**src/hdl/hcpl_params.svh**
```systemverilog
// What this block does
// The heater is modulated over a repeating frame of exactly ten mains cycles, decided per whole cycle.
// Duty step N (0..10) turns the heater on for N cycles and off for 10-N, by one fixed pattern per step.
// With limiting on and average current above the limit, duty drops by one step.
// With limiting on and average current below the limit, duty rises by one step, up to full.
// Duty is held until the measured current has settled at that duty before any adjustment.
// When heat becomes requested from off, duty starts at zero and ramps up one step at a time.
// The heater switches only at mains zero crossings, so it conducts for whole cycles; the code also forces it off on the clock after a trip.
// Each measurement takes 300 samples started on a zero crossing, spanning ten mains cycles.
// Heater current, earth leakage current and voltage are taken as 10-bit values.
// Expected average current is full-duty current times the present duty fraction.
// The limit accepts 0.1 A to 30 A, or an off value that disables limiting and leaves full duty.
// On an earth leakage trip the heater loses power within 7.4 seconds of the fault.
// A new duty step is applied only at a frame boundary.
// The heater stays off for the whole frame while heat is not requested.
`ifndef HCPL_PARAMS_SVH
`define HCPL_PARAMS_SVH
`define HCPL_FRAME_CYCLES 4'hA
`define HCPL_DUTY_FULL 4'hA
`define HCPL_SAMPLES 9'h12C
`define HCPL_ADC_W 10
`define HCPL_LIMIT_OFF 10'h000
`define HCPL_LIMIT_MAX 10'h12C
`define HCPL_SETTLE_FRAMES 2'h2
`define HCPL_CLK_HZ 125000000
`define HCPL_TRIP_MS 7400
`define HCPL_TRIP_MARGIN_MS 400
`define HCPL_TRIP_CYCLES ((`HCPL_CLK_HZ / 1000) * (`HCPL_TRIP_MS - `HCPL_TRIP_MARGIN_MS))
`define HCPL_PACE_DIV 32'd25000
`define HCPL_TRIP_TICKS ((`HCPL_TRIP_MS - `HCPL_TRIP_MARGIN_MS) * 5)
`endif

```
**src/hdl/hcpl_pkg.sv**
```systemverilog
`default_nettype none
package hcpl_pkg;
  typedef logic [9:0] hcpl_adc_t;
  typedef struct packed {
    hcpl_adc_t heater_current;
    hcpl_adc_t earth_leakage_current;
    hcpl_adc_t voltage;
  } hcpl_meas_s;
  typedef enum logic [1:0] {
    HCPL_ST_OFF = 2'b00,
    HCPL_ST_SETTLE = 2'b01,
    HCPL_ST_ADJUST = 2'b10
  } hcpl_state_e;
endpackage
`default_nettype wire

```
**src/hdl/hcpl_sampler.sv**
```systemverilog
`timescale 1ns/1ps
`default_nettype none
`include "hcpl_params.svh"
// ==========================================
// averager of 300 zero-cross synchronised samples
module hcpl_sampler
  import hcpl_pkg::*;
(
  input wire logic ref_clk_in, // system clock
  input wire logic rst_in, // async reset, high
  input wire logic start_in, // zero crossing pulse that opens a window
  input wire logic sample_in, // sample strobe
  input wire hcpl_meas_s meas_in, // converted values
  output hcpl_meas_s avg_out, // window averages, registered
  output logic done_out // one pulse when a window closes
);
  logic [8:0] cnt_reg;
  logic busy_reg;
  logic [18:0] acc_i_reg, acc_g_reg, acc_v_reg;

  function automatic hcpl_adc_t avg300(input logic [18:0] s);
    avg300 = hcpl_adc_t'(s / 19'd300);
  endfunction

  // accumulate 300 samples from a zero crossing
  always_ff @(posedge ref_clk_in or posedge rst_in) begin
    if (rst_in) begin
      cnt_reg <= 9'h000;
      busy_reg <= 1'b0;
      acc_i_reg <= 19'h00000;
      acc_g_reg <= 19'h00000;
      acc_v_reg <= 19'h00000;
      avg_out <= '0;
      done_out <= 1'b0;
    end else begin
      done_out <= 1'b0;
      if (!busy_reg && start_in) begin
        busy_reg <= 1'b1;
        cnt_reg <= 9'h000;
        acc_i_reg <= 19'h00000;
        acc_g_reg <= 19'h00000;
        acc_v_reg <= 19'h00000;
      end else if (busy_reg && sample_in) begin
        acc_i_reg <= acc_i_reg + 19'(meas_in.heater_current);
        acc_g_reg <= acc_g_reg + 19'(meas_in.earth_leakage_current);
        acc_v_reg <= acc_v_reg + 19'(meas_in.voltage);
        if (cnt_reg == `HCPL_SAMPLES - 9'h001) begin
          busy_reg <= 1'b0;
          done_out <= 1'b1;
          avg_out.heater_current <= avg300(acc_i_reg + 19'(meas_in.heater_current));
          avg_out.earth_leakage_current <= avg300(acc_g_reg + 19'(meas_in.earth_leakage_current));
          avg_out.voltage <= avg300(acc_v_reg + 19'(meas_in.voltage));
        end else begin
          cnt_reg <= cnt_reg + 9'h001;
        end
      end
    end
  end

  AST_WINDOW_LEN: assert property (@(posedge ref_clk_in) disable iff (rst_in)
    done_out |-> $past(cnt_reg) == 9'h12B)
    else $error("window closed at wrong sample count");
endmodule
`default_nettype wire

```
**src/hdl/hcpl_limiter.sv**
```systemverilog
`timescale 1ns/1ps
`default_nettype none
`include "hcpl_params.svh"
// ==========================================
// cycle modulation power limiter
module hcpl_limiter
  import hcpl_pkg::*;
(
  input wire logic ref_clk_in, // 125 MHz clock
  input wire logic rst_in, // async reset, high
  input wire logic zero_cross_in, // mains zero-cross level, async pin
  input wire logic sample_in, // sample strobe from converter, same domain
  input wire hcpl_meas_s meas_in, // 10-bit converted values
  input wire logic heat_req_in, // heat requested
  input wire hcpl_adc_t limit_in, // limit current code, 0 means off
  input wire hcpl_adc_t full_current_in, // heater current at full duty
  input wire hcpl_adc_t leak_trip_in, // leakage trip threshold
  output logic heater_on_out, // heater switch gate
  output logic [3:0] duty_out, // applied duty step 0..10
  output logic tripped_out, // earth leakage trip latched
  output hcpl_meas_s avg_out, // last window averages
  output logic window_done_out // pulse per measurement window
);
  logic zc_s1_reg, zc_s2_reg, zc_s3_reg;
  logic zc_edge;
  logic [3:0] pos_reg, duty_reg, next_duty_reg;
  logic [1:0] settle_reg;
  hcpl_state_e state_reg;
  hcpl_meas_s avg_w;
  logic done_w;
  logic [14:0] pace_reg;
  logic [15:0] trip_reg;
  logic leak_over;
  hcpl_adc_t limit_eff;

  // bresenham style spread pattern: on when (pos*duty) wraps past a boundary
  function automatic logic pattern_on(input logic [3:0] d, input logic [3:0] p);
    logic [7:0] a;
    logic [7:0] b;
    a = 8'(d) * 8'(p);
    b = 8'(d) * 8'(p + 4'h1);
    pattern_on = (b / 8'd10) != (a / 8'd10);
  endfunction

  // ten times the expected average current = full current * duty
  function automatic logic [13:0] expected(input hcpl_adc_t f, input logic [3:0] d);
    expected = 14'(f) * 14'(d);
  endfunction

  // two-stage synchroniser then edge detect on stage two
  // reset high so a pin already high at release is not taken for a crossing
  always_ff @(posedge ref_clk_in or posedge rst_in) begin
    if (rst_in) begin
      zc_s1_reg <= 1'b1;
      zc_s2_reg <= 1'b1;
      zc_s3_reg <= 1'b1;
    end else begin
      zc_s1_reg <= zero_cross_in;
      zc_s2_reg <= zc_s1_reg;
      zc_s3_reg <= zc_s2_reg;
    end
  end
  assign zc_edge = zc_s2_reg && !zc_s3_reg;

  hcpl_sampler u_sampler (
    .ref_clk_in(ref_clk_in),
    .rst_in(rst_in),
    .start_in(zc_edge),
    .sample_in(sample_in),
    .meas_in(meas_in),
    .avg_out(avg_w),
    .done_out(done_w)
  );

  // position in the ten-cycle frame, advanced per zero crossing
  always_ff @(posedge ref_clk_in or posedge rst_in) begin
    if (rst_in) begin
      pos_reg <= 4'h0;
    end else if (zc_edge) begin
      pos_reg <= (pos_reg == `HCPL_FRAME_CYCLES - 4'h1) ? 4'h0 : pos_reg + 4'h1;
    end
  end

  // settings above the top of the range act as the top of the range
  assign limit_eff = (limit_in > `HCPL_LIMIT_MAX) ? `HCPL_LIMIT_MAX : limit_in;

  // duty chosen by the limiter, latched into duty_reg at a frame boundary
  always_ff @(posedge ref_clk_in or posedge rst_in) begin
    if (rst_in) begin
      state_reg <= HCPL_ST_OFF;
      next_duty_reg <= 4'h0;
      settle_reg <= 2'h0;
    end else begin
      unique case (state_reg)
        HCPL_ST_OFF: begin
          next_duty_reg <= 4'h0;
          settle_reg <= 2'h0;
          if (heat_req_in && !tripped_out) begin
            state_reg <= HCPL_ST_SETTLE;
          end
        end
        HCPL_ST_SETTLE: begin
          if (!heat_req_in || tripped_out) begin
            state_reg <= HCPL_ST_OFF;
          end else if (done_w) begin
            // wait for windows at the applied duty
            if (duty_reg != next_duty_reg) begin
              settle_reg <= 2'h0;
            end else if (settle_reg == `HCPL_SETTLE_FRAMES - 2'h1) begin
              state_reg <= HCPL_ST_ADJUST;
              settle_reg <= 2'h0;
            end else begin
              settle_reg <= settle_reg + 2'h1;
            end
          end
        end
        HCPL_ST_ADJUST: begin
          state_reg <= HCPL_ST_SETTLE;
          if (limit_in == `HCPL_LIMIT_OFF) begin
            if (next_duty_reg != `HCPL_DUTY_FULL) next_duty_reg <= next_duty_reg + 4'h1;
          end else if (expected(full_current_in, duty_reg) > 14'(limit_eff) * 14'd10) begin
            if (next_duty_reg != 4'h0) next_duty_reg <= next_duty_reg - 4'h1;
          end else if (expected(full_current_in, duty_reg) < 14'(limit_eff) * 14'd10) begin
            if (next_duty_reg != `HCPL_DUTY_FULL) next_duty_reg <= next_duty_reg + 4'h1;
          end
        end
        default: state_reg <= HCPL_ST_OFF;
      endcase
    end
  end

  // apply the duty only at frame start
  always_ff @(posedge ref_clk_in or posedge rst_in) begin
    if (rst_in) begin
      duty_reg <= 4'h0;
    end else if (zc_edge && pos_reg == `HCPL_FRAME_CYCLES - 4'h1) begin
      duty_reg <= (heat_req_in && !tripped_out) ? next_duty_reg : 4'h0;
    end
  end

  // heater gate changes only on a zero crossing, except that a trip forces it off on the next clock
  always_ff @(posedge ref_clk_in or posedge rst_in) begin
    if (rst_in) begin
      heater_on_out <= 1'b0;
    end else if (tripped_out) begin
      heater_on_out <= 1'b0;
    end else if (zc_edge) begin
      if (pos_reg == `HCPL_FRAME_CYCLES - 4'h1) begin
        heater_on_out <= heat_req_in && pattern_on(next_duty_reg, 4'h0);
      end else begin
        heater_on_out <= pattern_on(duty_reg, pos_reg + 4'h1);
      end
    end
  end

  // earth leakage trip: 0.2 ms pace ticks, trip well inside 7.4 s
  assign leak_over = avg_w.earth_leakage_current > leak_trip_in;
  always_ff @(posedge ref_clk_in or posedge rst_in) begin
    if (rst_in) begin
      pace_reg <= 15'h0000;
      trip_reg <= 16'h0000;
      tripped_out <= 1'b0;
    end else begin
      pace_reg <= (pace_reg == 15'(`HCPL_PACE_DIV - 32'd1)) ? 15'h0000 : pace_reg + 15'h0001;
      if (!leak_over) begin
        trip_reg <= 16'h0000;
      end else if (pace_reg == 15'h0000) begin
        if (trip_reg == 16'(`HCPL_TRIP_TICKS)) begin
          tripped_out <= 1'b1;
        end else begin
          trip_reg <= trip_reg + 16'h0001;
        end
      end
    end
  end

  // registered copies for the outputs
  always_ff @(posedge ref_clk_in or posedge rst_in) begin
    if (rst_in) begin
      duty_out <= 4'h0;
      avg_out <= '0;
      window_done_out <= 1'b0;
    end else begin
      duty_out <= duty_reg;
      avg_out <= avg_w;
      window_done_out <= done_w;
    end
  end

  AST_GATE_AT_ZC: assert property (@(posedge ref_clk_in) disable iff (rst_in)
    $rose(heater_on_out) |-> $past(zc_edge))
    else $error("heater switched on away from zero crossing");
  AST_DUTY_AT_FRAME: assert property (@(posedge ref_clk_in) disable iff (rst_in)
    duty_reg != $past(duty_reg) |-> $past(zc_edge) && $past(pos_reg) == 4'h9)
    else $error("duty changed inside a frame");
  AST_POS_RANGE: assert property (@(posedge ref_clk_in) disable iff (rst_in)
    pos_reg <= 4'h9)
    else $error("frame position out of range");
  AST_DUTY_MAX: assert property (@(posedge ref_clk_in) disable iff (rst_in)
    next_duty_reg <= 4'hA)
    else $error("duty above full");
  AST_NO_HEAT_OFF: assert property (@(posedge ref_clk_in) disable iff (rst_in)
    (zc_edge && pos_reg == 4'h9 && !heat_req_in) |=> duty_reg == 4'h0 && !heater_on_out)
    else $error("heater left on without heat request");
  AST_TRIP_OFF: assert property (@(posedge ref_clk_in) disable iff (rst_in)
    tripped_out |=> !heater_on_out)
    else $error("heater on after trip");
  AST_STEP_ONE: assert property (@(posedge ref_clk_in) disable iff (rst_in)
    $past(state_reg) == HCPL_ST_ADJUST |-> (next_duty_reg - $past(next_duty_reg) <= 4'h1
      || $past(next_duty_reg) - next_duty_reg <= 4'h1))
    else $error("duty moved more than one step");
  AST_SOFT_START: assert property (@(posedge ref_clk_in) disable iff (rst_in)
    ($past(state_reg) == HCPL_ST_OFF && state_reg == HCPL_ST_SETTLE) |-> next_duty_reg == 4'h0)
    else $error("soft start not from zero");
  AST_RAMP_FROM_ZERO: assert property (@(posedge ref_clk_in) disable iff (rst_in)
    ($past(duty_reg) == 4'h0 && duty_reg != 4'h0) |-> duty_reg == 4'h1)
    else $error("duty left zero by more than one step");
  AST_SETTLE_FIRST: assert property (@(posedge ref_clk_in) disable iff (rst_in)
    state_reg == HCPL_ST_ADJUST |-> $past(done_w) && $past(duty_reg) == $past(next_duty_reg))
    else $error("adjusted before settling");
endmodule
`default_nettype wire

```
**config.mk**
```make
export PLATFORM = sky130hd
export DESIGN_NAME = hcpl_limiter
export DESIGN_NICKNAME = d
export VERILOG_FILES = /design/src/hdl/hcpl_pkg.sv /design/src/hdl/hcpl_sampler.sv /design/src/hdl/hcpl_limiter.sv
export VERILOG_INCLUDE_DIRS = /design/src /design/src/hdl
export SDC_FILE = /design/constraint.sdc
export NUM_CORES = 1
export LEC_CHECK = 0
export ABC_AREA = 1
export BUFFER_PORTS_ARGS = -buffer_cell sky130_fd_sc_hd__clkbuf_2
export CAP_MARGIN = 20
export CORE_MARGIN = 10
export CORE_UTILIZATION = 60
export DETAILED_ROUTE_END_ITERATION = 8
export GPL_ROUTABILITY_DRIVEN = 0
export PLACE_DENSITY = 0.83
export SLEW_MARGIN = 20
export SYNTH_ARGS = -nofsm -noshare
export SYNTH_HDL_FRONTEND = slang
export SYNTH_SLANG_ARGS = --single-unit
```
**constraint.sdc**
```tcl
create_clock -name ref_clk_in -period 15.2 [get_ports ref_clk_in]
set_input_delay 0.76 -clock ref_clk_in [delete_from_list [all_inputs] [get_ports ref_clk_in]]
set_output_delay 0.76 -clock ref_clk_in [all_outputs]
set_load 0.05 [all_outputs]
```
# == Yosys cells after proc, flatten, opt, wreduce, memory -nomap -nowiden ==
# Index checks and enable logic that the tools add are counted.
# Widths: inputs -> output; s select.
# word_totals
output_inout_bits,37
in_bits,65
wordCells,144
regBits,185
# classes
n_addsub,11
n_div,6
n_eq_ne,21
mux,42
n_lt_le_gt_ge,4
reduce_logical,29
multipliers,4
bitwise,1
# ops
operator,count
$mux 19,6
$add 19x10->19,3
$div 19x9->19 const B,3
$mux 16,3
$mux 4,7
$mux 9,3
$mux 2,9
$add 16x1->16 const B,1
$div 8x4->8 const B,2
$eq 16x16->1 const B,1
$add 15x1->15 const B,1
$eq 15x15->1 const B,1
$logic_not 15->1,1
$mux 15,1
$gt 14x14->1,1
$lt 14x14->1,1
$mul 10x4->14,1
$mul 10x3->13 const B,1
$ne 4x4->1 const B,3
$reduce_and 3->1,4
$gt 10x10->1,1
$gt 10x9->1 const B,1
$logic_not 10->1,1
$mux 10,1
32 further kinds,61

# == Logic depth before layout (Yosys ltp) ==
# Gate-level depths: netlist of run 1.
# depth
depth_word,8
depth_mapped,85

# == Hierarchy ==
# Synthesis of run 1 repeated with hierarchy kept, for this count alone.
# hier_totals
hier_cells,3285
area_unflattened_um2,21680.8
# modules_own_cells
mod,seq_area_each_um2,area_each_um2,cells_each,instances
hcpl_sampler,2452.4,13969.6,2297,1
hcpl_limiter,2180.8,7711.1,988,1

# == Least setup slack after synthesis of run 1 ==
# OpenSTA, ideal clock, no wires.
# synth_timing
kind,input-to-reg
start,input port meas_in[20] (netlist bit)
end,register u_sampler.avg_out[20] (netlist bit)
slack_ns,7.336
path_stages,71
setup_time_ns,0.117
t_arrival_ns,7.747
path_cell_list,ha_1 fa_1 nand3_1 nand3_1 nand2_1 nand2_1 nand2_1 nand2_1 nand2_1 nand2_4 nor2_2 nor2_4 o21ai_1 nand3_1 nand2_2 nand2_2 nand2_4 nand2_4 [... 35 more ...] nand2_2 nand2_2 nand3_2 o21ai_1 nand2_2 nand2_1 nand3_2 nand2_1 buf_4 nand2_1 nand2_1 nand2_1 nor2_1 nand2_1 nand2_1 nand2_1 nand2_1 nand2_1
# synth_between
elab_chain_len,2
# synth_rtl
element,line_no,text
start: declaration,hcpl_limiter.sv:13,"input wire hcpl_meas_s meas_in,"
$add 19x10->19,hcpl_sampler.sv:50,avg_out.heater_current <= avg300(acc_i_reg + 19'(meas_in.heater_current));
$div 19x9->19,hcpl_sampler.sv:22,avg300 = hcpl_adc_t'(s / 19'd300);
end: declaration,hcpl_sampler.sv:14,"output hcpl_meas_s avg_out,"
# Every way passes these cells.
# A chain may end at the register's enable or synchronous reset.

# == Worst setup path in the final report of run 1 ==
# Ends and elaborated chain as after synthesis.

==> results of run 1 <==
-- critical path, delay by kind of cell --
kind / cells / cell delay [ns]
fa+ha+maj: 2 / 0.64
buf+inv: 5 / 0.47
xor+xnor: 1 / 0.31
simple gates: 59 / 6.39
compound gates: 3 / 0.55
-- cells in the mapped netlist, types with 27 or more instances --
cell type,instances,share of area (%)
nand4_1,73,2.1
xor2_1,91,3.6
fa_1,30,2.7
inv_1,449,7.7
inv_2,69,1.2
nand3_2,41,1.9
o22ai_1,27,0.77
nand2_2,208,5.9
nor3_1,36,0.82
nor2_1,202,3.5
nand3_1,299,6.8
nand2_1,934,16
o21ai_0,124,2.8
ha_1,124,7.1
a21oi_1,90,2.1
dfrtp_1,182,21
nand2_4,69,3.5
-- cells by family (layout without fill, tap and decap cells) --
family	count (synthesis)	in the layout	synth area share (%)
adders and majority gates	154	154	9.82
AOI/OAI and AO/OA	328	328	8.98
xor gates and xnor gates	116	116	4.76
other	2	2	0.0343
DFF	185	185	21.1
and+or+nand+nor	1962	1962	45.1
buffers and inverters	575	675	10.1
-- cell type report --
cell class / instances / area, sq um / share of cell area [%]
inverters: 538 / 2050 / 8.73
clock inverters: 13 / 158 / 0.672
flip-flops and latches: 185 / 4630 / 19.7
multi-input cells: 2562 / 15100 / 64.2
well taps: 461 / 577 / 2.46
repair buffers: 105 / 536 / 2.28
clock buffers: 19 / 453 / 1.93
-- worst max-delay path by stage --
stage / start / to
5_1_grt: u_sampler.acc_i_reg[0]$_DFFE_PP0P_ / u_sampler.avg_out[20]$_DFFE_PP0P_
4_1_cts: u_sampler.acc_i_reg[0]$_DFFE_PP0P_ / u_sampler.avg_out[20]$_DFFE_PP0P_
6_report: meas_in[20] / u_sampler.avg_out[20]$_DFFE_PP0P_
3_3_place_gp: meas_in[10] / u_sampler.avg_out[10]$_DFFE_PP0P_
2_1_floorplan: meas_in[20] / u_sampler.avg_out[20]$_DFFE_PP0P_
3_5_place_dp: meas_in[20] / u_sampler.avg_out[20]$_DFFE_PP0P_
-- layer usage --
metal,global-route usage (%),wire (um),vias up
met5,0,0,-
met4,7.62,1060,0
met3,2.89,2330,73
met2,42.0,25600,500
met1,28.4,23000,9755
li1,-,-,10800
-- metrics by stage --
| step | hold slack (ns) | setup WS [ns] | util (%) |
|---|---|---|---|
| floorplan | 0.345 | 7.34 | - |
| global placement | 0.352 | 6.29 | 63.8 |
| detailed placement | 0.348 | 6.05 | 63.8 |
| CTS | 0.362 | 6.45 | 65.5 |
| global route | 0.371 | 5.30 | 65.5 |
| finish | 0.360 | 6.38 | 65.5 |
==> reports/results.txt, run 1 <==
Critical Path Most Common Cell: nand2_1
Share of the cycle needed by the critical path after routing: 58.0%
Total routing resource utilization after global routing: 23.4%
Crit Path Max Fanout: 11
Clock skew: 0.0100 ns
Critical Path Sink Type: flop
GR Overflow Total: 0
Final count of hold timing violations: 0
Clock tree from TritonCTS: built
Clock root buffer: clkbuf_16
Number of routed nets with antenna violations: 0
Largest net degree at the start of global routing: 138
CTS-repair resized insts: 0
Destination of the worst register-to-register timing path: u_sampler.avg_out[20]$_DFFE_PP0P_
Cell count of the worst reg-to-reg path: 69
Destination of the worst hold path: zc_s2_reg$_DFF_PP1_
Die Wd: 211 um
CTS sink cnt: 185
Slew headroom: 33.1%
Total DRC errors in the routed layout: 0
Setup Fix Bufs, Post-CTS: 0
Clock network latency to the later pin of the worst-skew pair: 0.46 ns
Final non-filler cell area: 0.0235 sq mm
Via count of the first global-routing pass: 20,200
Total of fill cells in the finished design: 3,126
Highest cell delay on the worst timing path: 0.41 ns
Most common cell after layout, fill and taps aside: nand2_1
Hold_buf cts: 0
Synthesized area per cell: 6.60 sq um
HP Class: reg2reg
Summed negative setup slack over all endpoints: 0 ns
Count of input and output buffers: 101
Hold Startpoint: zc_s1_reg$_DFF_PP1_
Arr. time, crit path: 9.17 ns
Critical path class: in2reg
Detailed-router iteration count before antenna repair: 6
Floorplan core area: 0.0358 sq mm
Die H: 211 um
Via Count: 21,100
Ports: 102
Slew @ Worst Pin: 1.00 ns
H-tree depth reported by CTS: 4
HPWL Detailed: 40,600 um
Critical-path cell with the highest stage delay: fa_1
Worst EP required: 15.55 ns
Setup repair after global routing missed its margin: no
Max-cap violations: 0
Outcome: complete, no violations
Count of inserted antenna diode cells: 0
Sequential fraction of the synthesis area: 21.1%
Placed standard-cell area: 0.0229 sq mm
# rows: 69
Net Count, Synth: 3,541
Final instance count without filler cells: 3,883
Total standard cell area after synthesis: 0.0219 sq mm
Proportion of register bits with asynchronous set or reset after synthesis: 100%
Registers with the highest flip-flop counts: avg_out (30), u_sampler.avg_out (30)
Count of cell types in the netlist: 67
Layout cell share with drive strength beyond 1: 18.8%
NumNets Final: 3,628
Number of enable-type register cells in the synthesized netlist: 0
WHS Path Cells: 0
Number of DRC markers after the initial detailed-route iteration: 1,438
First-pass GRT wire length: 89,900 um
Clock Path Buffers: 2
Per-cell routed wire length: 13.4 um
Most frequent cells in the layout: 933 x nand2_1, 448 x inv_1, 298 x nand3_1, 209 x nand2_2, 202 x nor2_1
Antenna violations before repair: 0
Worst reg2reg path startpoint: u_sampler.acc_i_reg[0]$_DFFE_PP0P_
Upper clock frequency limit: 0.113 GHz
Setup slack of the worst register-to-register path: 6.40 ns
Initial core utilization: 61.2%
Total clock buffers created by CTS: 17
Final-report setup violation count: 0
Nature of the critical path startpoint: primary input
Clock transition time at the flip-flop clock pins of the worst setup and hold paths: 0.07 ns
Yosys Warn Count: 0
Die Outline Area: 0.0446 sq mm
Detailed-route wire length: 52,000 um
Vias per std cell: 5.44
Post-synthesis register bit count: 185
Most used flip-flop cell after synthesis: dfrtp_1
Final critical path time including I/O delays and setup: 8.82 ns
Area Growth Syn to Fin: 7.11%
Number of placed instances with taps included: 3,851
Max Slew Vio Count: 0
Count of mapped cells out of synthesis: 3,322
Power of run 1 is left out: the tool's default activity adds up to more than one toggle a clock period on the data nets, which glitch-free logic cannot reach.
==> run 2, diff against run 1 <==
- ABC_AREA: 1 -> 0
- clock period: 15.2 -> 8.47 ns (I/O delays scaled with it)
==> run 2 against run 1 <==
  * The run now fails in global routing (5_1_grt)
  * Synthesized area up 8.8%
  * Synthesized cell count fell by 7.5%
==> reports/results.txt, run 2 <==
Sequential fraction of the synthesis area: 19.4%
CTS sink cnt: 185
Net Count, Synth: 3,293
Clock Path Buffers: 2
Proportion of register bits with asynchronous set or reset after synthesis: 100%
Worst End Pin Type: sequential cell input
Post-synthesis cell type with the largest combined area: dfrtp_1
Number of enable-type register cells in the synthesized netlist: 0
Largest net degree at the start of global routing: 128
Most instantiated library cell after synthesis: nand2_1
Outcome: did not finish
Worst_ep grt: u_sampler.avg_out[20]$_DFFE_PP0P_/D
Yosys Warn Count: 0
# rows: 72
Total clock buffers created by CTS: 17
Total routing resource utilization after global routing: 72.3%
GR Overflow Total: 141
Clock root buffer: clkbuf_16
Exit stage: global routing (5_1_grt)
Die Wd: 219 um
Log Error: [ERROR GRT-0232] Routing congestion too high. Check the congestion heatmap in the GUI.
Die H: 219 um
Count of cell types in the netlist: 135
Hold_buf cts: 0
Worst slack at placement: -1.18 ns
Count of mapped cells out of synthesis: 3,074
HPWL Detailed: 62,200 um
Top cells by area in the synthesized netlist: dfrtp_1 19%, ha_1 6.5%, nand2_1 6.0%
Top cells by count, synth: 379 x nand2_1, 261 x nor2_1, 193 x o21ai_0, 182 x dfrtp_1, 162 x a21oi_1
Ports: 102
H-tree depth reported by CTS: 4
Number of placed instances with taps included: 4,318
Count of input and output buffers: 101
Synthesized area per cell: 7.75 sq um
Most used flip-flop cell after synthesis: dfrtp_1
Post-synthesis register bit count: 185
Initial core utilization: 61.1%
Total standard cell area after synthesis: 0.0238 sq mm
Synth top area share: 19.1%
## run 2: cell types whose count changed after synthesis, sizes merged, moves of 48 or more
cell	previous run	this run
a21oi	101	178
xnor2	24	139
o211ai	6	62
nand2	1212	384
and2	1	65
a31oi	8	58
mux2i	0	48
nand3	360	114
inv	524	119
o21ai	156	230
clkbuf	24	79
## run 2: cells by family after synthesis
| logic type | count (synthesis) | share of synthesized area (%) |
|---|---|---|
| other cells | 2 | 0.0315 |
| xor+xnor | 231 | 8.87 |
| flops | 185 | 19.4 |
| buf+inv | 245 | 4.31 |
| simple gates | 1160 | 23.6 |
| fa+ha+maj | 160 | 9.28 |
| mux | 75 | 3.37 |
| compound gates | 1016 | 31.1 |
## run 2: what timing repair did
item | CTS
gates resized for setup | 226
endpoints found under the setup margin | 8
pin swaps | 147
buffers inserted | 78
cloned | 2
## run 2: metal layers
layer,track usage (%),overflow
met5,36.5,0
met4,72.1,45
met3,62.4,4
met2,86.6,85
met1,69.7,7
## run 2: per-stage QoR
step / instance area, sq um / utilization [%] / TNS (ns)
after floorplan: 24600 / - / -1.14
after global placement: 30800 / 78.9 / -4.07
after detailed placement: 30800 / 78.9 / -6.66
after CTS: 33100 / 84.9 / -2.69
==> run 3, diff against run 2 <==
- CORE_UTILIZATION: 60 -> 40
- PLACE_DENSITY: 0.83 -> default
- PLACE_DENSITY_LB_ADDON: default -> 0.15
==> run 3 against run 2 <==
  * The flow now finishes, with violations (setup timing)
  * Synthesized cell count is the same
  * Synthesized area is the same
==> reports/results.txt, run 3 <==
Top cells by count, synth: 379 x nand2_1, 261 x nor2_1, 193 x o21ai_0, 182 x dfrtp_1, 162 x a21oi_1
Max-cap violations: 0
Antenna violations before repair: 0
First-pass GRT wire length: 132,000 um
Post-synthesis cell type with the largest combined area: dfrtp_1
Clock tree from TritonCTS: built
Synthesized area per cell: 7.75 sq um
GR Overflow Total: 0
Cell count of the worst reg-to-reg path: 43
Die Wd: 264 um
Floorplan core area: 0.0590 sq mm
Clock root buffer: clkbuf_16
Total standard cell area after synthesis: 0.0238 sq mm
Most frequent cells in the layout: 912 x buf_4, 359 x nand2_1, 232 x nor2_1, 182 x dfrtp_1, 166 x o21ai_0
Violated checks: setup timing
Crit Path Max Fanout: 7
Critical path endpoint: u_sampler.avg_out[0]$_DFFE_PP0P_
Number of placed instances with taps included: 4,620
Most common cell after layout, fill and taps aside: buf_4
Detailed-route wire length: 81,700 um
Critical Path Stages: 43
Total of fill cells in the finished design: 5,109
Hold Slack: 0.0928 ns
Arr. time, crit path: 9.62 ns
Critical-path cell with the highest stage delay: or4_4
Critical Path Sink Type: flop
Die Outline Area: 0.0698 sq mm
Upper clock frequency limit: 0.109 GHz
Clock skew: 0.0119 ns
HP Class: in2async
Area Growth Syn to Fin: 47.3%
Initial core utilization: 40.4%
Slew @ Worst Pin: 1.00 ns
NumNets Final: 4,229
Final instance count without filler cells: 4,796
Total met2 wirelength after detailed routing: 40,500 um
Highest cell delay on the worst timing path: 0.53 ns
Yosys Warn Count: 0
CP bufs+invs: 8
Vias per std cell: 5.71
Most instantiated library cell after synthesis: nand2_1
Highest Signal Layer: met4
Via Count: 27,400
Detailed-router iteration count before antenna repair: 7
Met3 routed WL: 3160 um
Critical path class: reg2reg
Clock network latency to the later pin of the worst-skew pair: 0.50 ns
Number of enable-type register cells in the synthesized netlist: 0
Count of input and output buffers: 101
Ports: 102
Count of inserted antenna diode cells: 0
Per-cell routed wire length: 17.0 um
Registers with the highest flip-flop counts: avg_out (30), u_sampler.avg_out (30)
Worst reg2reg path startpoint: u_sampler.acc_v_reg[0]$_DFFE_PP0P_
Utilization of the core after routing: 59.5%
Slew headroom: 32.6%
Clock Path Buffers: 2
Placed standard-cell area: 0.0315 sq mm
Clock transition time at the flip-flop clock pins of the worst setup and hold paths: 0.08 ns
Setup repair after global routing missed its margin: yes
Synth top area share: 19.1%
Max Slew Vio Count: 0
Final critical path time including I/O delays and setup: 9.18 ns
Count of mapped cells out of synthesis: 3,074
Total clock buffers created by CTS: 17
Destination of the worst register-to-register timing path: u_sampler.avg_out[0]$_DFFE_PP0P_
CTS sink cnt: 185
H-tree depth reported by CTS: 4
Layout cell share with drive strength beyond 1: 39.0%
Via count of the first global-routing pass: 27,100
Die H: 264 um
Largest net degree at the start of global routing: 121
Critical Path Most Common Cell: buf_4
HPWL Detailed: 60,500 um
Final Worst Setup Slack: -0.708 ns
Number of DRC markers after the initial detailed-route iteration: 1,952
Delay-heaviest family, CP: compound AO/OA/AOI/OAI gates
Count of cell types in the netlist: 135
Worst EP required: 8.91 ns
Final non-filler cell area: 0.0351 sq mm
Most used flip-flop cell after synthesis: dfrtp_1
Final count of hold timing violations: 0
Share of the cycle needed by the critical path after routing: 108%
Outcome: finished, violations left
Proportion of register bits with asynchronous set or reset after synthesis: 100%
Total DRC errors in the routed layout: 0
First element of the critical path: u_sampler.acc_v_reg[0]$_DFFE_PP0P_
Final-report setup violation count: 6
Net Count, Synth: 3,293
Total routing resource utilization after global routing: 22.0%
Sequential fraction of the synthesis area: 19.4%
Post-synthesis register bit count: 185
# rows: 89
Number of routed nets with antenna violations: 0
Nature of the critical path startpoint: flop
Setup slack of the worst register-to-register path: -0.71 ns
Top cells by area in the synthesized netlist: dfrtp_1 19%, ha_1 6.5%, nand2_1 6.0%
Post-Route M1 WL: 36,200 um
==> run 3: cell counts after synthesis <==
Identical to the previous run, type by type.
==> run 3: through the flow <==
| step | setup WS [ns] | TNS [ns] |
|---|---|---|
| floorplan | -0.351 | -1.14 |
| global placement | -1.10 | -5.92 |
| detailed placement | -1.23 | -7.27 |
| CTS | -0.560 | -2.52 |
| global route | -1.19 | -6.87 |
| finish | -0.708 | -3.45 |
==> run 3: repair_timing <==
action / in CTS / in global routing
pin swaps: 132 / 99
buffers inserted: 88 / 56
endpoints found under the setup margin: 8 / 9
hold endpoints to repair: 1 / 0
hold buffers: 1 / 0
cloned: 1 / 0
resized for setup: 206 / 178
==> run 3: cells by family (layout without fill, tap and decap cells) <==
family                     Yosys count  after routing  synth area share [%]
muxes                               75             75                  3.37
xor gates and xnor gates           231            231                  8.87
AOI/OAI and AO/OA                 1016           1017                  31.1
buffers and inverters              245           1193                  4.31
DFF                                185            185                  19.4
adders and majority gates          160            160                  9.28
other                                2              2                0.0315
and+or+nand+nor                   1160           1160                  23.6
==> run 3: final cells by class <==
| type | count | area, sq um | area share (%) |
|---|---|---|---|
| multi-input cells | 2645 | 20700 | 59.1 |
| clock buffers | 19 | 453 | 1.29 |
| clock inverters | 13 | 151 | 0.431 |
| well taps | 773 | 967 | 2.75 |
| inverters | 121 | 462 | 1.31 |
| repair buffers | 1040 | 7710 | 22.0 |
| flip-flops and latches | 185 | 4630 | 13.2 |
==> run 3: how the worst min path moves through the flow <==
| stage | start | endpoint | slack (ns) |
|---|---|---|---|
| 2_1_floorplan | zc_s1_reg$_DFF_PP1_ | zc_s2_reg$_DFF_PP1_ | 0.35 |
| 3_3_place_gp | zc_s1_reg$_DFF_PP1_ | zc_s2_reg$_DFF_PP1_ | 0.35 |
| 3_5_place_dp | zc_s1_reg$_DFF_PP1_ | zc_s2_reg$_DFF_PP1_ | 0.35 |
| 4_1_cts | rst_in | u_sampler.avg_out[10]$_DFFE_PP0P_ | 0.12 |
| 5_1_grt | rst_in | avg_out[13]$_DFF_PP0_ | 0.18 |
| 6_report | rst_in | u_sampler.avg_out[10]$_DFFE_PP0P_ | 0.09 |
==> run 3: metal layers <==
metal / track usage (%) / up-vias
met5: 0 / -
met4: 6.61 / 0
met3: 2.61 / 136
met2: 38.4 / 701
met1: 27.9 / 13200
li1: - / 13300
Power of run 3 is left out for the same reason.
